`src/pmx_pkg.sv`:
```
// Package for the port alternate function mux: offsets, masks, reset values, carriers
package pmx_pkg;
   // Special function register addresses on the internal register port
   localparam logic [7:0] PMX_ADDR_P1_SELECT = 8'h91;
   localparam logic [7:0] PMX_ADDR_P3_SELECT = 8'h93;
   localparam logic [7:0] PMX_ADDR_P4_SELECT = 8'h94;
   // Implemented bits; reserved bits read zero
   localparam logic [7:0] PMX_P1_MASK = 8'hF0;
   localparam logic [7:0] PMX_P3_MASK = 8'hC0;
   localparam logic [7:0] PMX_P4_MASK = 8'hFF;
   // Reset values: every register-selected pin plain I/O
   localparam logic [7:0] PMX_P1_RESET = 8'h00;
   localparam logic [7:0] PMX_P3_RESET = 8'h00;
   localparam logic [7:0] PMX_P4_RESET = 8'h00;
   // Field positions
   localparam int PMX_P1_ADC_LSB = 4;
   localparam int PMX_P3_SDA_BIT = 6;
   localparam int PMX_P3_SCL_BIT = 7;
   localparam int PMX_P4_PWM_LSB = 3;
   localparam int PMX_P4_VSYNC_BIT = 2;
   localparam int PMX_P4_DISP_SCL_BIT = 1;
   localparam int PMX_P4_DISP_SDA_BIT = 0;

   // One 8-bit port as seen from the pad side
   typedef struct packed {
      logic [7:0] dout;
      logic [7:0] oe;
   } pmx_pad_drive_t;

   // Register port write request
   typedef struct packed {
      logic wr;
      logic [7:0] addr;
      logic [7:0] wdata;
   } pmx_reg_req_t;
endpackage

```
`src/pmx_pin_cell.sv`:
```
// One pin cell: choose plain I/O or alternate drive, registered
`timescale 1ns/1ns
`default_nettype none
module pmx_pin_cell
   import pmx_pkg::*;
(
   input wire logic clock, // System clock
   input wire logic rst, // Async reset, active high
   input wire logic sel, // Alternate function selected
   input wire logic gpio_dout, // Port latch output value
   input wire logic gpio_oe, // Port latch drive enable
   input wire logic alt_dout, // Peripheral output value
   input wire logic alt_oe, // Peripheral drive enable
   output logic pad_out, // Pad output value
   output logic pad_oe // Pad output enable
);
   logic next_pad_out;
   logic next_pad_oe;

   // Alternate path only while selected, else ordinary bidirectional I/O
   always_comb begin
      next_pad_out = sel ? alt_dout : gpio_dout;
      next_pad_oe = sel ? alt_oe : gpio_oe;
   end

   // Reset releases the pad so nothing fights an external driver
   always_ff @(posedge clock or posedge rst) begin
      if (rst) begin
         pad_out <= 1'b0;
         pad_oe <= 1'b0;
      end else begin
         pad_out <= next_pad_out;
         pad_oe <= next_pad_oe;
      end
   end
endmodule
`default_nettype wire

```
`src/pmx_port_mux.sv`:
```
// Port alternate function mux: select registers and pin routing for ports 1, 3, 4
//
// Function
// - Ports 0, 2 are bus-only, absent small package
// - Unselected pins act as bidirectional I/O
// - Select bit one hands pin to peripheral
// - Port 1 bits 0-3 steered by peripherals
// - Port 1 pins 0-3 I/O after reset; here they follow p1_periph_sel, which reset leaves alone
// - Port 1 bits 4-7 route ADC inputs
// - Port 3.6/3.7 never carry read/write strobes
// - Ports 3, 4 reset to I/O; port 3 bits 0-5 follow p3_periph_sel, which reset leaves alone
// - Port 3 bits 7, 6 give SCL, SDA
// - Port 3 bits 0-5 steered by peripherals
// - Port 4 bits give PWM, sync, display
// - USB pins are USB lines only
`timescale 1ns/1ns
`default_nettype none
module pmx_port_mux
   import pmx_pkg::*;
(
   input wire logic clock, // System clock, 250 MHz
   input wire logic rst, // Async reset, active high
   input wire pmx_reg_req_t reg_req, // Register write from the CPU core
   input wire logic [7:0] reg_raddr, // Register read address
   output logic [7:0] reg_rdata, // Registered read data
   input wire logic [7:0] p1_gpio_dout, // Port 1 latch value
   input wire logic [7:0] p1_gpio_oe, // Port 1 latch drive enables
   input wire logic [3:0] p1_periph_sel, // Timer 2 / second UART pin claims
   input wire logic [3:0] p1_periph_dout, // Timer 2 / second UART outputs
   input wire logic [3:0] p1_periph_oe, // Timer 2 / second UART enables
   input wire logic [7:0] p1_pad_in, // Port 1 pad levels
   output pmx_pad_drive_t p1_pad, // Port 1 pad drive
   output logic [7:0] p1_pin_level, // Port 1 synchronised pad levels
   output logic [3:0] analog_input_channel, // ADC channel 0..3 connected
   input wire logic [7:0] p3_gpio_dout, // Port 3 latch value
   input wire logic [7:0] p3_gpio_oe, // Port 3 latch drive enables
   input wire logic [5:0] p3_periph_sel, // UART/interrupt/timer pin claims
   input wire logic [5:0] p3_periph_dout, // UART/interrupt/timer outputs
   input wire logic [5:0] p3_periph_oe, // UART/interrupt/timer enables
   input wire logic [7:0] p3_pad_in, // Port 3 pad levels
   output pmx_pad_drive_t p3_pad, // Port 3 pad drive
   output logic [7:0] p3_pin_level, // Port 3 synchronised pad levels
   input wire logic i2c_scl_oe, // I2C unit pulls SCL low
   input wire logic i2c_sda_oe, // I2C unit pulls SDA low
   output logic i2c_scl_in, // SCL level to I2C unit
   output logic i2c_sda_in, // SDA level to I2C unit
   input wire logic [7:0] p4_gpio_dout, // Port 4 latch value
   input wire logic [7:0] p4_gpio_oe, // Port 4 latch drive enables
   input wire logic [4:0] pwm_out, // PWM channels 0..4
   input wire logic vsync_out, // Vertical sync
   input wire logic disp_scl_oe, // Display info channel clock pull-low
   input wire logic disp_sda_oe, // Display info channel data pull-low
   input wire logic [7:0] p4_pad_in, // Port 4 pad levels
   output pmx_pad_drive_t p4_pad, // Port 4 pad drive
   output logic [7:0] p4_pin_level, // Port 4 synchronised pad levels
   output logic disp_scl_in, // Display clock level to its unit
   output logic disp_sda_in // Display data level to its unit
);
   // Ports 0 and 2 have no select and are owned by the bus unit
   // (absent in the small package), so nothing here touches them.
   // USB +/- pins are wired straight to the transceiver outside this
   // block and never enter the mux.
   // Read and write strobes live on dedicated pins; port 3.6/3.7 only
   // ever see I/O or I2C below.

   logic [7:0] port1_function_select;
   logic [7:0] port3_function_select;
   logic [7:0] port4_function_select;
   logic [7:0] next_p1_sel;
   logic [7:0] next_p3_sel;
   logic [7:0] next_p4_sel;

   // Register writes; reserved bits masked so they hold zero
   // Masking on the way in means readback needs no second mask
   always_comb begin
      next_p1_sel = port1_function_select;
      next_p3_sel = port3_function_select;
      next_p4_sel = port4_function_select;
      if (reg_req.wr) begin
         case (reg_req.addr)
            PMX_ADDR_P1_SELECT: next_p1_sel = reg_req.wdata & PMX_P1_MASK;
            PMX_ADDR_P3_SELECT: next_p3_sel = reg_req.wdata & PMX_P3_MASK;
            PMX_ADDR_P4_SELECT: next_p4_sel = reg_req.wdata & PMX_P4_MASK;
            default: ;
         endcase
      end
   end

   // Reset returns every register-selected pin to I/O
   always_ff @(posedge clock or posedge rst) begin
      if (rst) begin
         port1_function_select <= PMX_P1_RESET;
         port3_function_select <= PMX_P3_RESET;
         port4_function_select <= PMX_P4_RESET;
      end else begin
         port1_function_select <= next_p1_sel;
         port3_function_select <= next_p3_sel;
         port4_function_select <= next_p4_sel;
      end
   end

   logic [7:0] next_rdata;

   // Readback; unmapped addresses read zero
   always_comb begin
      case (reg_raddr)
         PMX_ADDR_P1_SELECT: next_rdata = port1_function_select;
         PMX_ADDR_P3_SELECT: next_rdata = port3_function_select;
         PMX_ADDR_P4_SELECT: next_rdata = port4_function_select;
         default: next_rdata = 8'h00;
      endcase
   end

   // Effective per-pin selects and alternate drives
   logic [7:0] p1_sel;
   logic [7:0] p1_alt_dout;
   logic [7:0] p1_alt_oe;
   logic [7:0] p3_sel;
   logic [7:0] p3_alt_dout;
   logic [7:0] p3_alt_oe;
   logic [7:0] p4_sel;
   logic [7:0] p4_alt_dout;
   logic [7:0] p4_alt_oe;

   // Ownership per pin and the drive each alternate source offers
   always_comb begin
      // Port 1 low pins follow their own peripherals' claims
      p1_sel = {port1_function_select[7:PMX_P1_ADC_LSB], p1_periph_sel};
      // ADC pins are inputs: the alternate path never drives them
      p1_alt_dout = {4'h0, p1_periph_dout};
      p1_alt_oe = {4'h0, p1_periph_oe};
      // Port 3 low pins claimed by UART, interrupt, timer config
      p3_sel = {port3_function_select[PMX_P3_SCL_BIT:PMX_P3_SDA_BIT],
                p3_periph_sel};
      // I2C is open drain: drive low while the unit pulls
      p3_alt_dout = {2'b00, p3_periph_dout};
      p3_alt_oe = {i2c_scl_oe, i2c_sda_oe, p3_periph_oe};
      p4_sel = port4_function_select;
      p4_alt_dout = {pwm_out, vsync_out, 2'b00};
      p4_alt_oe = {5'h1F, 1'b1, disp_scl_oe, disp_sda_oe};
   end

   // One registered cell per pin, 24 in all
   genvar gi;
   generate
      for (gi = 0; gi < 8; gi++) begin : g_pin
         pmx_pin_cell u_p1 (
            .clock(clock), .rst(rst), .sel(p1_sel[gi]),
            .gpio_dout(p1_gpio_dout[gi]), .gpio_oe(p1_gpio_oe[gi]),
            .alt_dout(p1_alt_dout[gi]), .alt_oe(p1_alt_oe[gi]),
            .pad_out(p1_pad.dout[gi]), .pad_oe(p1_pad.oe[gi])
         );
         pmx_pin_cell u_p3 (
            .clock(clock), .rst(rst), .sel(p3_sel[gi]),
            .gpio_dout(p3_gpio_dout[gi]), .gpio_oe(p3_gpio_oe[gi]),
            .alt_dout(p3_alt_dout[gi]), .alt_oe(p3_alt_oe[gi]),
            .pad_out(p3_pad.dout[gi]), .pad_oe(p3_pad.oe[gi])
         );
         pmx_pin_cell u_p4 (
            .clock(clock), .rst(rst), .sel(p4_sel[gi]),
            .gpio_dout(p4_gpio_dout[gi]), .gpio_oe(p4_gpio_oe[gi]),
            .alt_dout(p4_alt_dout[gi]), .alt_oe(p4_alt_oe[gi]),
            .pad_out(p4_pad.dout[gi]), .pad_oe(p4_pad.oe[gi])
         );
      end
   endgenerate

   // Pad inputs are asynchronous: two flops before anyone reads them
   logic [23:0] pad_meta;
   logic [23:0] pad_sync;
   logic [23:0] next_pad_meta;
   logic [3:0] next_analog;
   logic [3:0] next_i2c_disp;
   logic [23:0] next_pad_sync;
   logic [7:0] next_p1_level;
   logic [7:0] next_p3_level;
   logic [7:0] next_p4_level;

   always_comb begin
      next_pad_meta = {p4_pad_in, p3_pad_in, p1_pad_in};
      // Only the second stage reads the first; logic reads the second
      next_pad_sync = pad_meta;
      // Levels lag the pads by three edges: two to settle, one to register
      next_p1_level = pad_sync[7:0];
      next_p3_level = pad_sync[15:8];
      next_p4_level = pad_sync[23:16];
      // ADC channel connect flag follows the select directly
      next_analog = port1_function_select[7:PMX_P1_ADC_LSB];
      // Serial units see the pin only while they own it; idle high otherwise
      next_i2c_disp[0] = port3_function_select[PMX_P3_SCL_BIT] ? pad_sync[15] : 1'b1;
      next_i2c_disp[1] = port3_function_select[PMX_P3_SDA_BIT] ? pad_sync[14] : 1'b1;
      next_i2c_disp[2] = port4_function_select[PMX_P4_DISP_SCL_BIT] ? pad_sync[17] : 1'b1;
      next_i2c_disp[3] = port4_function_select[PMX_P4_DISP_SDA_BIT] ? pad_sync[16] : 1'b1;
   end

   // Input synchroniser and registered outputs
   always_ff @(posedge clock or posedge rst) begin
      if (rst) begin
         pad_meta <= 24'h000000;
         pad_sync <= 24'h000000;
         reg_rdata <= 8'h00;
         analog_input_channel <= 4'h0;
         i2c_scl_in <= 1'b1;
         i2c_sda_in <= 1'b1;
         disp_scl_in <= 1'b1;
         disp_sda_in <= 1'b1;
         p1_pin_level <= 8'h00;
         p3_pin_level <= 8'h00;
         p4_pin_level <= 8'h00;
      end else begin
         pad_meta <= next_pad_meta;
         pad_sync <= next_pad_sync;
         reg_rdata <= next_rdata;
         analog_input_channel <= next_analog;
         i2c_scl_in <= next_i2c_disp[0];
         i2c_sda_in <= next_i2c_disp[1];
         disp_scl_in <= next_i2c_disp[2];
         disp_sda_in <= next_i2c_disp[3];
         p1_pin_level <= next_p1_level;
         p3_pin_level <= next_p3_level;
         p4_pin_level <= next_p4_level;
      end
   end
endmodule
`default_nettype wire

```
`config.mk`:
```
export PLATFORM = sky130hd
export DESIGN_NAME = pmx_port_mux
export DESIGN_NICKNAME = d
export VERILOG_FILES = /design/src/pmx_pkg.sv /design/src/pmx_pin_cell.sv /design/src/pmx_port_mux.sv
export SDC_FILE = /design/constraint.sdc
export NUM_CORES = 1
export LEC_CHECK = 0
export ABC_AREA = 1
export ABC_CLOCK_PERIOD_IN_PS = 4850
export BUFFER_PORTS_ARGS = -buffer_cell sky130_fd_sc_hd__buf_2
export CAP_MARGIN = 25
export CORE_ASPECT_RATIO = 0.8
export CORE_MARGIN = 4
export CORE_UTILIZATION = 25
export CTS_CLUSTER_SIZE = 28
export DETAILED_ROUTE_END_ITERATION = 7
export GPL_ROUTABILITY_DRIVEN = 0
export PLACE_DENSITY = 0.58
export SYNTH_ARGS = -nofsm -noshare
export SYNTH_HDL_FRONTEND = slang
export SYNTH_SLANG_ARGS = --single-unit
```
`constraint.sdc`:
```
create_clock -name clock -period 4.85 [get_ports clock]
set_input_delay 0.485 -clock clock [delete_from_list [all_inputs] [get_ports clock]]
set_output_delay 0.485 -clock clock [all_outputs]
set_load 0.01 [all_outputs]
```
**Word level (Yosys, flattened, before mapping)**

Index checks and enable logic that the tools add are counted.

- Register bits after elaboration: 150
- Bits in read-only memories: 0
- Latch bits: 0
- Input port bits: 139
- Word-level logic and storage cells: 124
- Memory bits (writable): 0
- Memories: 0
- Output and inout port bits: 88

- Bitwise logic cells: 0
- Mux-type cells: 53
- Div/mod/pow operators: 0
- Shift-type cells: 0
- Eq/ne operators: 6
- Reductions and logical operators: 3
- $lt $le $gt $ge: 0
- $mul: 0
- $add $sub $neg: 0

Operator list:

| operator | count |
|---|---|
| $mux 1 | 52 |
| $eq 8x8->1 const B | 6 |
| $pmux 8 s3 | 1 |
| $reduce_and 2->1 | 3 |

**Longest topological paths before layout**

Gate-level depths: netlist (run 1).

- Word-level depth: 2
- Gate-level depth with buffers: 7
- Depth with buffers taken out: 6

**Modules after synthesis**

A second synthesis (run 1) with hierarchy kept.

- Cell total of the unflattened synthesis: 458
- Area, all modules: 5028.6 µm²

By module, submodules not included:

| module | instances | cells each | seq. area each (µm²) | area each (µm²) |
|---|---|---|---|---|
| pmx_port_mux | 1 | 218 | 2557.5 | 3106.7 |
| pmx_pin_cell | 24 | 10 | 50.0 | 80.1 |

**Worst setup path after synthesis (run 1)**

Ideal clock, no wire load.

- Path kind: input to register
- From: input reg_req[15] in the netlist's numbering
- To: register port1_function_select[4]
- Arrival: 1.057 ns
- Setup time: 0.117 ns
- Stages: 6
- Setup slack: 3.676 ns
- Data required time: 4.733 ns
- Path buffers: 1
- Cell sequence: nand2_1 > nor2_4 > buf_6 > nand3_2 > nand2_1 > nand2_1

- Cells in the longest elaborated chain, start to end: 2

RTL lines:

| item | RTL line | text |
|---|---|---|
| start: declaration | pmx_port_mux.sv:23 | `input wire pmx_reg_req_t reg_req,` |
| $eq 8x8->1 | pmx_port_mux.sv:80 | `case (reg_req.addr)` |
| $reduce_and 2->1 (no source line) | n/a |  |
| end signal: assignment | pmx_port_mux.sv:96 | `port1_function_select <= next_p1_sel;` |
| end: declaration | pmx_port_mux.sv:66 | `logic [7:0] port1_function_select;` |

Every way passes these cells.
A chain may end at the register's enable or synchronous reset.

**Worst setup path after layout (run 1)**

- From: register disp_sda_in
- To: output disp_sda_in

RTL lines:

| item | RTL line | text |
|---|---|---|
| start: declaration | pmx_port_mux.sv:57 | `output logic disp_sda_in` |
| start signal: assignment | pmx_port_mux.sv:218 | `disp_sda_in <= next_i2c_disp[3];` |

No word-level cell between the ends.

==> impl_results.md, run 1 <==
* Peak Freq at 651 MHz
* FF-to-FF setup slack at 3900 ps
* Post-place setup slack at 3340 ps
* Finish-stage setup viols at 0
* Die Ht at 136 um
* Crit path time final at 1540 ps
* Reg-to-reg endpoint: g_pin[6].u_p3.pad_oe$_DFF_PP0_
* Die X at 168 um
* Total GRT Usage at 9.85%
* Total CTS buffers at 17
* Clk Latency, worst-skew pair at 410 ps
* Fin. Hold Viols at 0
* Core area at 20000 sq um
* Clk root buf: clkbuf_16
* Critical path class: reg -> out
* ANT nets after route at 0
* Syn Inst Count at 383
* Status: complete, no violations
* CTS tree: yes
* First-pass GRT wire length at 17100 um
* Mapped Area at 5110 sq um
* Period utilization at 31.7%
* Post-CTS Hold Buffers at 0
* Starting Density at 25.6%
* Critical path depth at 1
* Vias at 3220
* Cts repair resizes at 0
* CTS Buffer Depth at 2
* CP endpoint kind: output port
* Slowest cell delay on critical path at 520 ps
* Worst vdd ir at 0.000161 V
* H-tree levels at 4
* Max_slew headroom at 76.2%
* Worst path cell trace: buf_2
* Largest net degree at the start of global routing at 77
* Total die area at 22800 sq um
* Post-synth cell types at 18
* Remaining DRCs at 0
* Ratio of cells with drive above 1 in the final layout at 51.5%
* HPWL Detailed at 8530 um
* Post-layout util at 34.4%
* Nets@finish at 722
* Final slew viol count at 0
* Area Growth Syn to Fin at 34.3%
* Filler instances at 2021
* CP bufs+invs at 1
* Final WS setup at 3310 ps
* Vias/cell at 3.74
* Multi-input gate area at 851 sq um
* Sequential area share after synthesis at 73.6%
* HP Class: in -> async
* Least-Margin Pin Slew at 357 ps
* Top Ports at 227
* Number of global-route vias before repair at 3203
* N_diodes at 0
* RSZ-0062 raised after global routing: no
* Routed len/inst at 12.9 um
* DRT iter0 DRCs at 172
* CP Launch Type: register
* Reg area at 3760 sq um
* Worst-path clk slew at 60 ps
* GRT overflow at 0
* CP top delay family: flip-flops
* FF-to-FF path depth at 1
* Synth Area per Inst at 13.3 sq um
* TritonRoute pass-1 iters at 4
* Worst setup path end: disp_sda_in
* Setup Fix Bufs, Post-CTS at 0
* Initial antenna violation count at 1
* Clock Skew at 5.52 ps
* Sink Count at 150
* Max Cap Violations at 0
* Syn Nets at 522
* Final total negative setup slack at 0 ps
* Crit. Startpoint: disp_sda_in$_DFF_PP1_
* Worst Path Arrival at 1050 ps
* Overall Power at 2.81 mW
* Num rows at 46
* Pleak at 3.59 nW
* Port-buffer cells at 226
* Critical path required time at 4370 ps
* Pwr/cell area at 410 nW/um^2
* Yosys reg bits at 150
* Hold WS at 52.0 ps
* R2r startpoint: port3_function_select[6]$_DFFE_PP0P_
* Yosys warning count at 0
* Crit path max fanout at 1
* Drt total wl at 11100 um
* Critical Path Slowest Stage Cell: dfstp_2
-- worst min path at each step --
stage	to	slack (ps)	cells after the start
6_report	p4_pin_level[3]$_DFF_PP0_	50	3
5_1_grt	p4_pin_level[3]$_DFF_PP0_	30	3
4_1_cts	next_pad_sync[20]$_DFF_PP0_	150	1
3_3_place_gp	pad_sync[9]$_DFF_PP0_	330	0
2_1_floorplan	p1_pin_level[0]$_DFF_PP0_	330	0
3_5_place_dp	p1_pin_level[0]$_DFF_PP0_	330	0
-- logic make-up (layout without fill, tap and decap cells) --
group | after synthesis | count (layout) | synth area share (%)
buf+inv | 83 | 296 | 9.77
compound gates | 2 | 2 | 0.196
simple gates | 124 | 124 | 11.2
mux | 24 | 24 | 5.29
flops | 150 | 150 | 73.6
-- metal layers --
metal / vias up / track usage, % / wire (um)
met5: - / 0 / 12
met4: 2 / 3.74 / 163
met3: 15 / 4.53 / 1050
met2: 134 / 15.2 / 5340
met1: 1526 / 12.2 / 4530
li1: 1543 / - / -
-- cell usage after synthesis, drive strengths merged --
| cell type | n | area (sq um) |
|---|---|---|
| buf | 49 | 372 |
| nand2 | 62 | 240 |
| nor2 | 26 | 131 |
| dfstp | 4 | 105 |
| or2 | 9 | 58.8 |
| o21ai | 2 | 10.0 |
| mux2 | 24 | 270 |
| nand3 | 27 | 140 |
| dfrtp | 146 | 3650 |
| inv | 34 | 128 |
-- report_power, final --
group	internal (mW)	switching (mW)	total [mW]
logic	0.0960	0.101	0.197
registers	1.31	0.0228	1.34
clock network	0.750	0.527	1.28
-- stage by stage --
step	instance area (sq um)	instances
final	6860	860
after global routing	6860	860
after CTS	6810	858
after detailed placement	6220	826
after global placement	6220	826
after floorplan	5110	383
-- cell type report --
type,count,share of cell area [%]
Tap cell,264,4.81
Clock buffer,19,6.60
Sequential cell,150,54.8
Timing Repair Buffer,230,17.5
Clock inverter,13,1.95
Inverter,34,1.93
Multi-Input combinational cell,150,12.4
-- placed cells by master, fill, tap and decap left out --
master / instances
dfrtp_1: 146
clkinvlp_4: 2
clkinv_2: 1
buf_4: 2
clkbuf_8: 2
inv_6: 7
mux2_2: 24
nor2_8: 1
buf_16: 2
inv_2: 1
nand2_1: 61
bufinv_16: 1
inv_8: 2
nand3_2: 1
clkbuf_16: 17
nor2_1: 22
or2_2: 8
clkinv_4: 1
nor2_2: 1
nand3_1: 26
or2_4: 1
o21ai_1: 2
nand2_4: 1
buf_2: 226
dfstp_2: 4
inv_1: 32
nor2_4: 2
-- registers in the layout, indices dropped and copies added (netlist names), 2 cells and up --
| name | count |
|---|---|
| g_pin.u_p3.pad_oe | 8 |
| pad_sync | 24 |
| port1_function_select | 4 |
| p1_pin_level | 8 |
| g_pin.u_p1.pad_oe | 8 |
| port3_function_select | 2 |
| next_pad_sync | 24 |
| analog_input_channel | 4 |
| reg_rdata | 8 |
| g_pin.u_p4.pad_out | 8 |
| p4_sel | 8 |
| g_pin.u_p4.pad_oe | 8 |
| p3_pin_level | 8 |
| g_pin.u_p3.pad_out | 8 |
| p4_pin_level | 8 |
| g_pin.u_p1.pad_out | 8 |
Power figures use the tool's default switching activity.
==> inputs of run 2 (changes only) <==
ABC_CLOCK_PERIOD_IN_PS = 1500   (was 4850)
clock period = 1.5 ns   (was 4.85 ns; I/O delays follow)
==> impl_results.md, run 2 (same netlist as run 1, synthesis figures left out) <==
* Top cell by count, worst path: dlygate4sd3_1
* HP Class: in -> reg
* Clock power share at 45.2%
* Slowest cell delay on critical path at 560 ps
* Least-Margin Pin Slew at 429 ps
* ANT nets after route at 0
* Min-Delay Startpoint: reg_req[9]
* First-pass GRT wire length at 19400 um
* CP endpoint kind: register
* Status: complete, no violations
* Vias/cell at 3.74
* Crit path time final at 1360 ps
* Switching part of the total at 22.1%
* Cts repair resizes at 0
* TritonRoute pass-1 iters at 4
* Clk root buf: clkbuf_16
* Critical path class: in -> reg
* Pwr/cell area at 1190 nW/um^2
* Core area at 20000 sq um
* Most frequent cells in the layout: buf_2 (226), dfrtp_1 (146), dlygate4sd3_1 (111)
* Total GRT Usage at 11.0%
* Drt total wl at 12200 um
* Top Ports at 227
* Period utilization at 90.6%
* Clk Latency, worst-skew pair at 410 ps
* Starting Density at 25.6%
* Vias at 3619
* Crit path max fanout at 1
* CTS tree: yes
* Initial antenna violation count at 1
* Number of global-route vias before repair at 3875
* Sw Pwr at 2.10 mW
* Remaining DRCs at 0
* Ratio of cells with drive above 1 in the final layout at 43.0%
* N_diodes at 0
* H-tree levels at 4
* HPWL Detailed at 8450 um
* Largest net degree at the start of global routing at 82
* Max_slew headroom at 71.4%
* Critical Path Slowest Stage Cell: dlygate4sd3_1
* Hold Crit Endpoint: port1_function_select[6]$_DFFE_PP0P_
* Reg power frac at 45.6%
* Fin. Hold Viols at 0
* Clock Skew at 8.16 ps
* FF-to-FF setup slack at 160 ps
* Finish-stage setup viols at 0
* Reg-to-reg endpoint: g_pin[5].u_p4.pad_out$_DFF_PP0_
* Peak Freq at 736 MHz
* Total CTS buffers at 17
* Worst-path clk slew at 60 ps
* CP Launch Type: input pin
* Nets@finish at 831
* CTS Buffer Depth at 2
* Setup Fix Bufs, Post-CTS at 0
* Worst Path Arrival at 1650 ps
* Critical path required time at 1790 ps
* Sink Count at 150
* DRT iter0 DRCs at 146
* Die X at 168 um
* Filler instances at 1904
* R2r startpoint: p4_sel[5]$_DFFE_PP0P_
* FF-to-FF path depth at 4
* Total die area at 22800 sq um
* Reg area at 3760 sq um
* Area Growth Syn to Fin at 55.7%
* Worst path cell trace: dlygate4sd3_1 -> buf_2 -> mux2_2 -> dlygate4sd3_1
* Commonest non-fill, non-tap cell in the layout: buf_2
* Cell-internal power at 7.39 mW
* RSZ-0062 raised after global routing: no
* Max Cap Violations at 0
* Die Ht at 136 um
* Final WS setup at 141 ps
* Num rows at 46
* Port-buffer cells at 226
* Worst vdd ir at 0.000561 V
* Final slew viol count at 0
* Final total negative setup slack at 0 ps
* Hold Crit Depth at 4
* Routed len/inst at 12.6 um
* Multi-input gate area at 851 sq um
* Comb power frac at 9.2%
* Pleak at 4.04 nW
* GRT overflow at 0
* Post-place setup slack at 458 ps
[run 2: worst max-delay path by stage]
stage | from | end | cells after the start
finish | p3_periph_oe[0] | g_pin[0].u_p3.pad_oe$_DFF_PP0_ | 4
global route | p4_sel[5]$_DFFE_PP0P_ | g_pin[5].u_p4.pad_out$_DFF_PP0_ | 4
floorplan | rst | analog_input_channel[0]$_DFF_PP0_ | 1
CTS | p4_sel[5]$_DFFE_PP0P_ | g_pin[5].u_p4.pad_out$_DFF_PP0_ | 4
detailed placement | reg_req[14] | port1_function_select[4]$_DFFE_PP0P_ | 7
global placement | reg_req[14] | port1_function_select[4]$_DFFE_PP0P_ | 7
[run 2: cell type report]
cell class	count	area share [%]
well taps	264	4.15
clock buffers	18	5.40
repair buffers	339	28.7
inverters	34	1.65
clock inverters	13	2.16
multi-input cells	150	10.7
flip-flops and latches	150	47.3
[run 2: stage by stage]
step	hold WS, ps	total power [mW]	cell area (sq um)	util, %	instances
final	110	9.49	7950	39.8	968
after detailed placement	260	5.05	6240	31.3	826
after global routing	140	9.94	7950	39.8	968
after CTS	81.3	9.66	7950	39.8	968
after floorplan	181	4.76	5110	-	383
after global placement	258	5.03	6240	31.3	826
[run 2: layer usage]
metal	wire length (um)	vias up	GRT usage, %	share of wire (%)
met1	4880	1692	12.0	40
met4	205	2	4.42	1.7
met3	907	22	4.22	7.4
met5	12	-	0	0.098
met2	6190	145	19.2	51
li1	-	1758	-	-
[run 2: repair_timing]
| item | 4_1_cts | 5_1_grt |
|---|---|---|
| hold endpoints to repair | 228 | 0 |
| hold buffers | 111 | 0 |
| endpoints found under the setup margin | 0 | 0 |
[run 2: worst max-delay path: cells and delay by family]
family	cells	cell delay (ps)
buf+inv	3	1230
mux	1	260
[run 2: power groups by stage]
stage                     Sequential, mW  Combinational [mW]  Clock [mW]
after global routing                4.35               0.972        4.62
after detailed placement            4.40               0.643           0
after floorplan                     4.40               0.361           0
after global placement              4.40               0.634           0
after CTS                           4.33               0.886        4.45
final                               4.33               0.877        4.28
==> inputs of run 3 (changes only) <==
CAP_MARGIN = 0   (was 25)
RECOVER_POWER = 50   (was unset)
REMOVE_ABC_BUFFERS = 1   (was unset)
==> impl_results.md, run 3 (same netlist as run 1, synthesis figures left out) <==
* Clk root buf: clkbuf_16
* Clock Skew at 19.2 ps
* Worst path cell trace: inv_1 -> nand2_1 -> nand2_1 -> dlygate4sd3_1
* Ratio of cells with drive above 1 in the final layout at 43.0%
* Starting Density at 25.6%
* Largest net degree at the start of global routing at 53
* Top cell by count, worst path: nand2_1
* TritonRoute pass-1 iters at 5
* HP Class: in -> reg
* Die Ht at 136 um
* Finish-stage setup viols at 0
* Initial antenna violation count at 1
* Peak Freq at 750 MHz
* Total GRT Usage at 12.0%
* First-pass GRT wire length at 21200 um
* Worst Path Arrival at 1640 ps
* Area Growth Syn to Fin at 56.7%
* Period utilization at 88.9%
* Most frequent cells in the layout: buf_2 (225), dfrtp_1 (146), dlygate4sd3_1 (111)
* Crit path max fanout at 4
* Total CTS buffers at 17
* Final total negative setup slack at 0 ps
* H-tree levels at 4
* Fin. Hold Viols at 0
* Max Cap Violations at 0
* CP endpoint kind: register
* CP top delay family: buffers and inverters
* Cts repair resizes at 0
* Status: complete, no violations
* Drt total wl at 13300 um
* Max_slew headroom at 35.4%
* RSZ-0062 raised after global routing: no
* Vias/cell at 3.75
* DP Cell Count at 836
* Sink Count at 150
* Remaining DRCs at 0
* Final WS setup at 167 ps
* Final slew viol count at 0
* Pwr/cell area at 1180 nW/um^2
* Critical Path Slowest Stage Cell: dlygate4sd3_1
* Clk Latency, worst-skew pair at 430 ps
* CTS tree: yes
* Routed len/inst at 13.5 um
* CTS Buffer Depth at 2
* Critical path required time at 1800 ps
* Pleak at 4.06 nW
* Cell Count, Final, Fillers Out at 979
* Post-layout util at 40.1%
* Worst vdd ir at 0.000578 V
* ANT nets after route at 0
* Commonest non-fill, non-tap cell in the layout: buf_2
* Worst-path clk slew at 60 ps
* Num rows at 46
* Crit path time final at 1330 ps
* Port-buffer cells at 226
* DRT iter0 DRCs at 108
* Post-place setup slack at 397 ps
* Slowest cell delay on critical path at 540 ps
* HPWL Detailed at 9530 um
* Vias at 3675
* Least-Margin Pin Slew at 969 ps
* CP bufs+invs at 2
* Core area at 20000 sq um
* Hold WS at 83.1 ps
* Top Ports at 227
* GRT overflow at 0
* Critical path class: reg -> reg
* Nets@finish at 841
* Number of global-route vias before repair at 4108
* CP Launch Type: register
* Total die area at 22800 sq um
* Die X at 168 um
[run 3: changes by cell type in the layout (fill, tap and decap cells not counted), sizes merged]
cell / delta
diode: +1
clkbuf: +6
buf: +3
inv: +4
bufinv: -1
clkinvlp: -1
clkinv: -1
[run 3: per-stage QoR]
step	total power, mW	instance area [sq um]
5_1_grt	9.94	8000
2_1_floorplan	4.65	4740
3_3_place_gp	5.07	6330
3_5_place_dp	5.09	6330
4_1_cts	9.66	8030
6_report	9.48	8000
[run 3: power by group]
group / internal [mW] / switching [mW]
registers: 4.25 / 0.0781
logic: 0.521 / 0.382
clock network: 2.49 / 1.76
[run 3: path summary, 6_finish.rpt]
check	start	slack, ps	endpoint	cells past startpoint
worst max-delay path	p4_sel[1]$_DFFE_PP0P_	170	g_pin[1].u_p4.pad_oe$_DFF_PP0_	4
min in group asynchronous	rst	460	p3_pin_level[2]$_DFF_PP0_	3
worst max register to register	p4_sel[1]$_DFFE_PP0P_	170	g_pin[1].u_p4.pad_oe$_DFF_PP0_	4
worst min register to register	pad_sync[19]$_DFF_PP0_	340	p4_pin_level[3]$_DFF_PP0_	0
max in group asynchronous	rst	340	pad_sync[11]$_DFF_PP0_	4
worst min-delay path	reg_req[9]	80	port1_function_select[6]$_DFFE_PP0P_	4
[run 3: layer usage]
metal / global-route usage [%] / vias to the layer above / part of all wire, %
met5: 0 / - / 0.053
met3: 4.71 / 21 / 7.4
li1: - / 1790 / -
met4: 4.28 / 2 / 1.5
met2: 20.1 / 147 / 50
met1: 14.2 / 1715 / 41
[run 3: timing repair]
action / CTS / global route
hold buffers: 111 / 0
endpoints found under the setup margin: 0 / 0
endpoints found under the hold margin: 121 / 0
buffers inserted: 0 / 0
[run 3: final cells by class]
class,instances,area [sq um]
clock buffer,17,425
timing repair buffer,349,2350
clock inverter,14,161
antenna,1,2.50
inverter,34,129
sequential,150,3760
fill,1871,12000
tap,264,330
multi-input combinational,150,851
[run 3: tightest hold or removal path, cell delays in order]
cell and delay [ps]:
buf_2 100, nor2_1 90, nand3_1 90, nand2_1 50
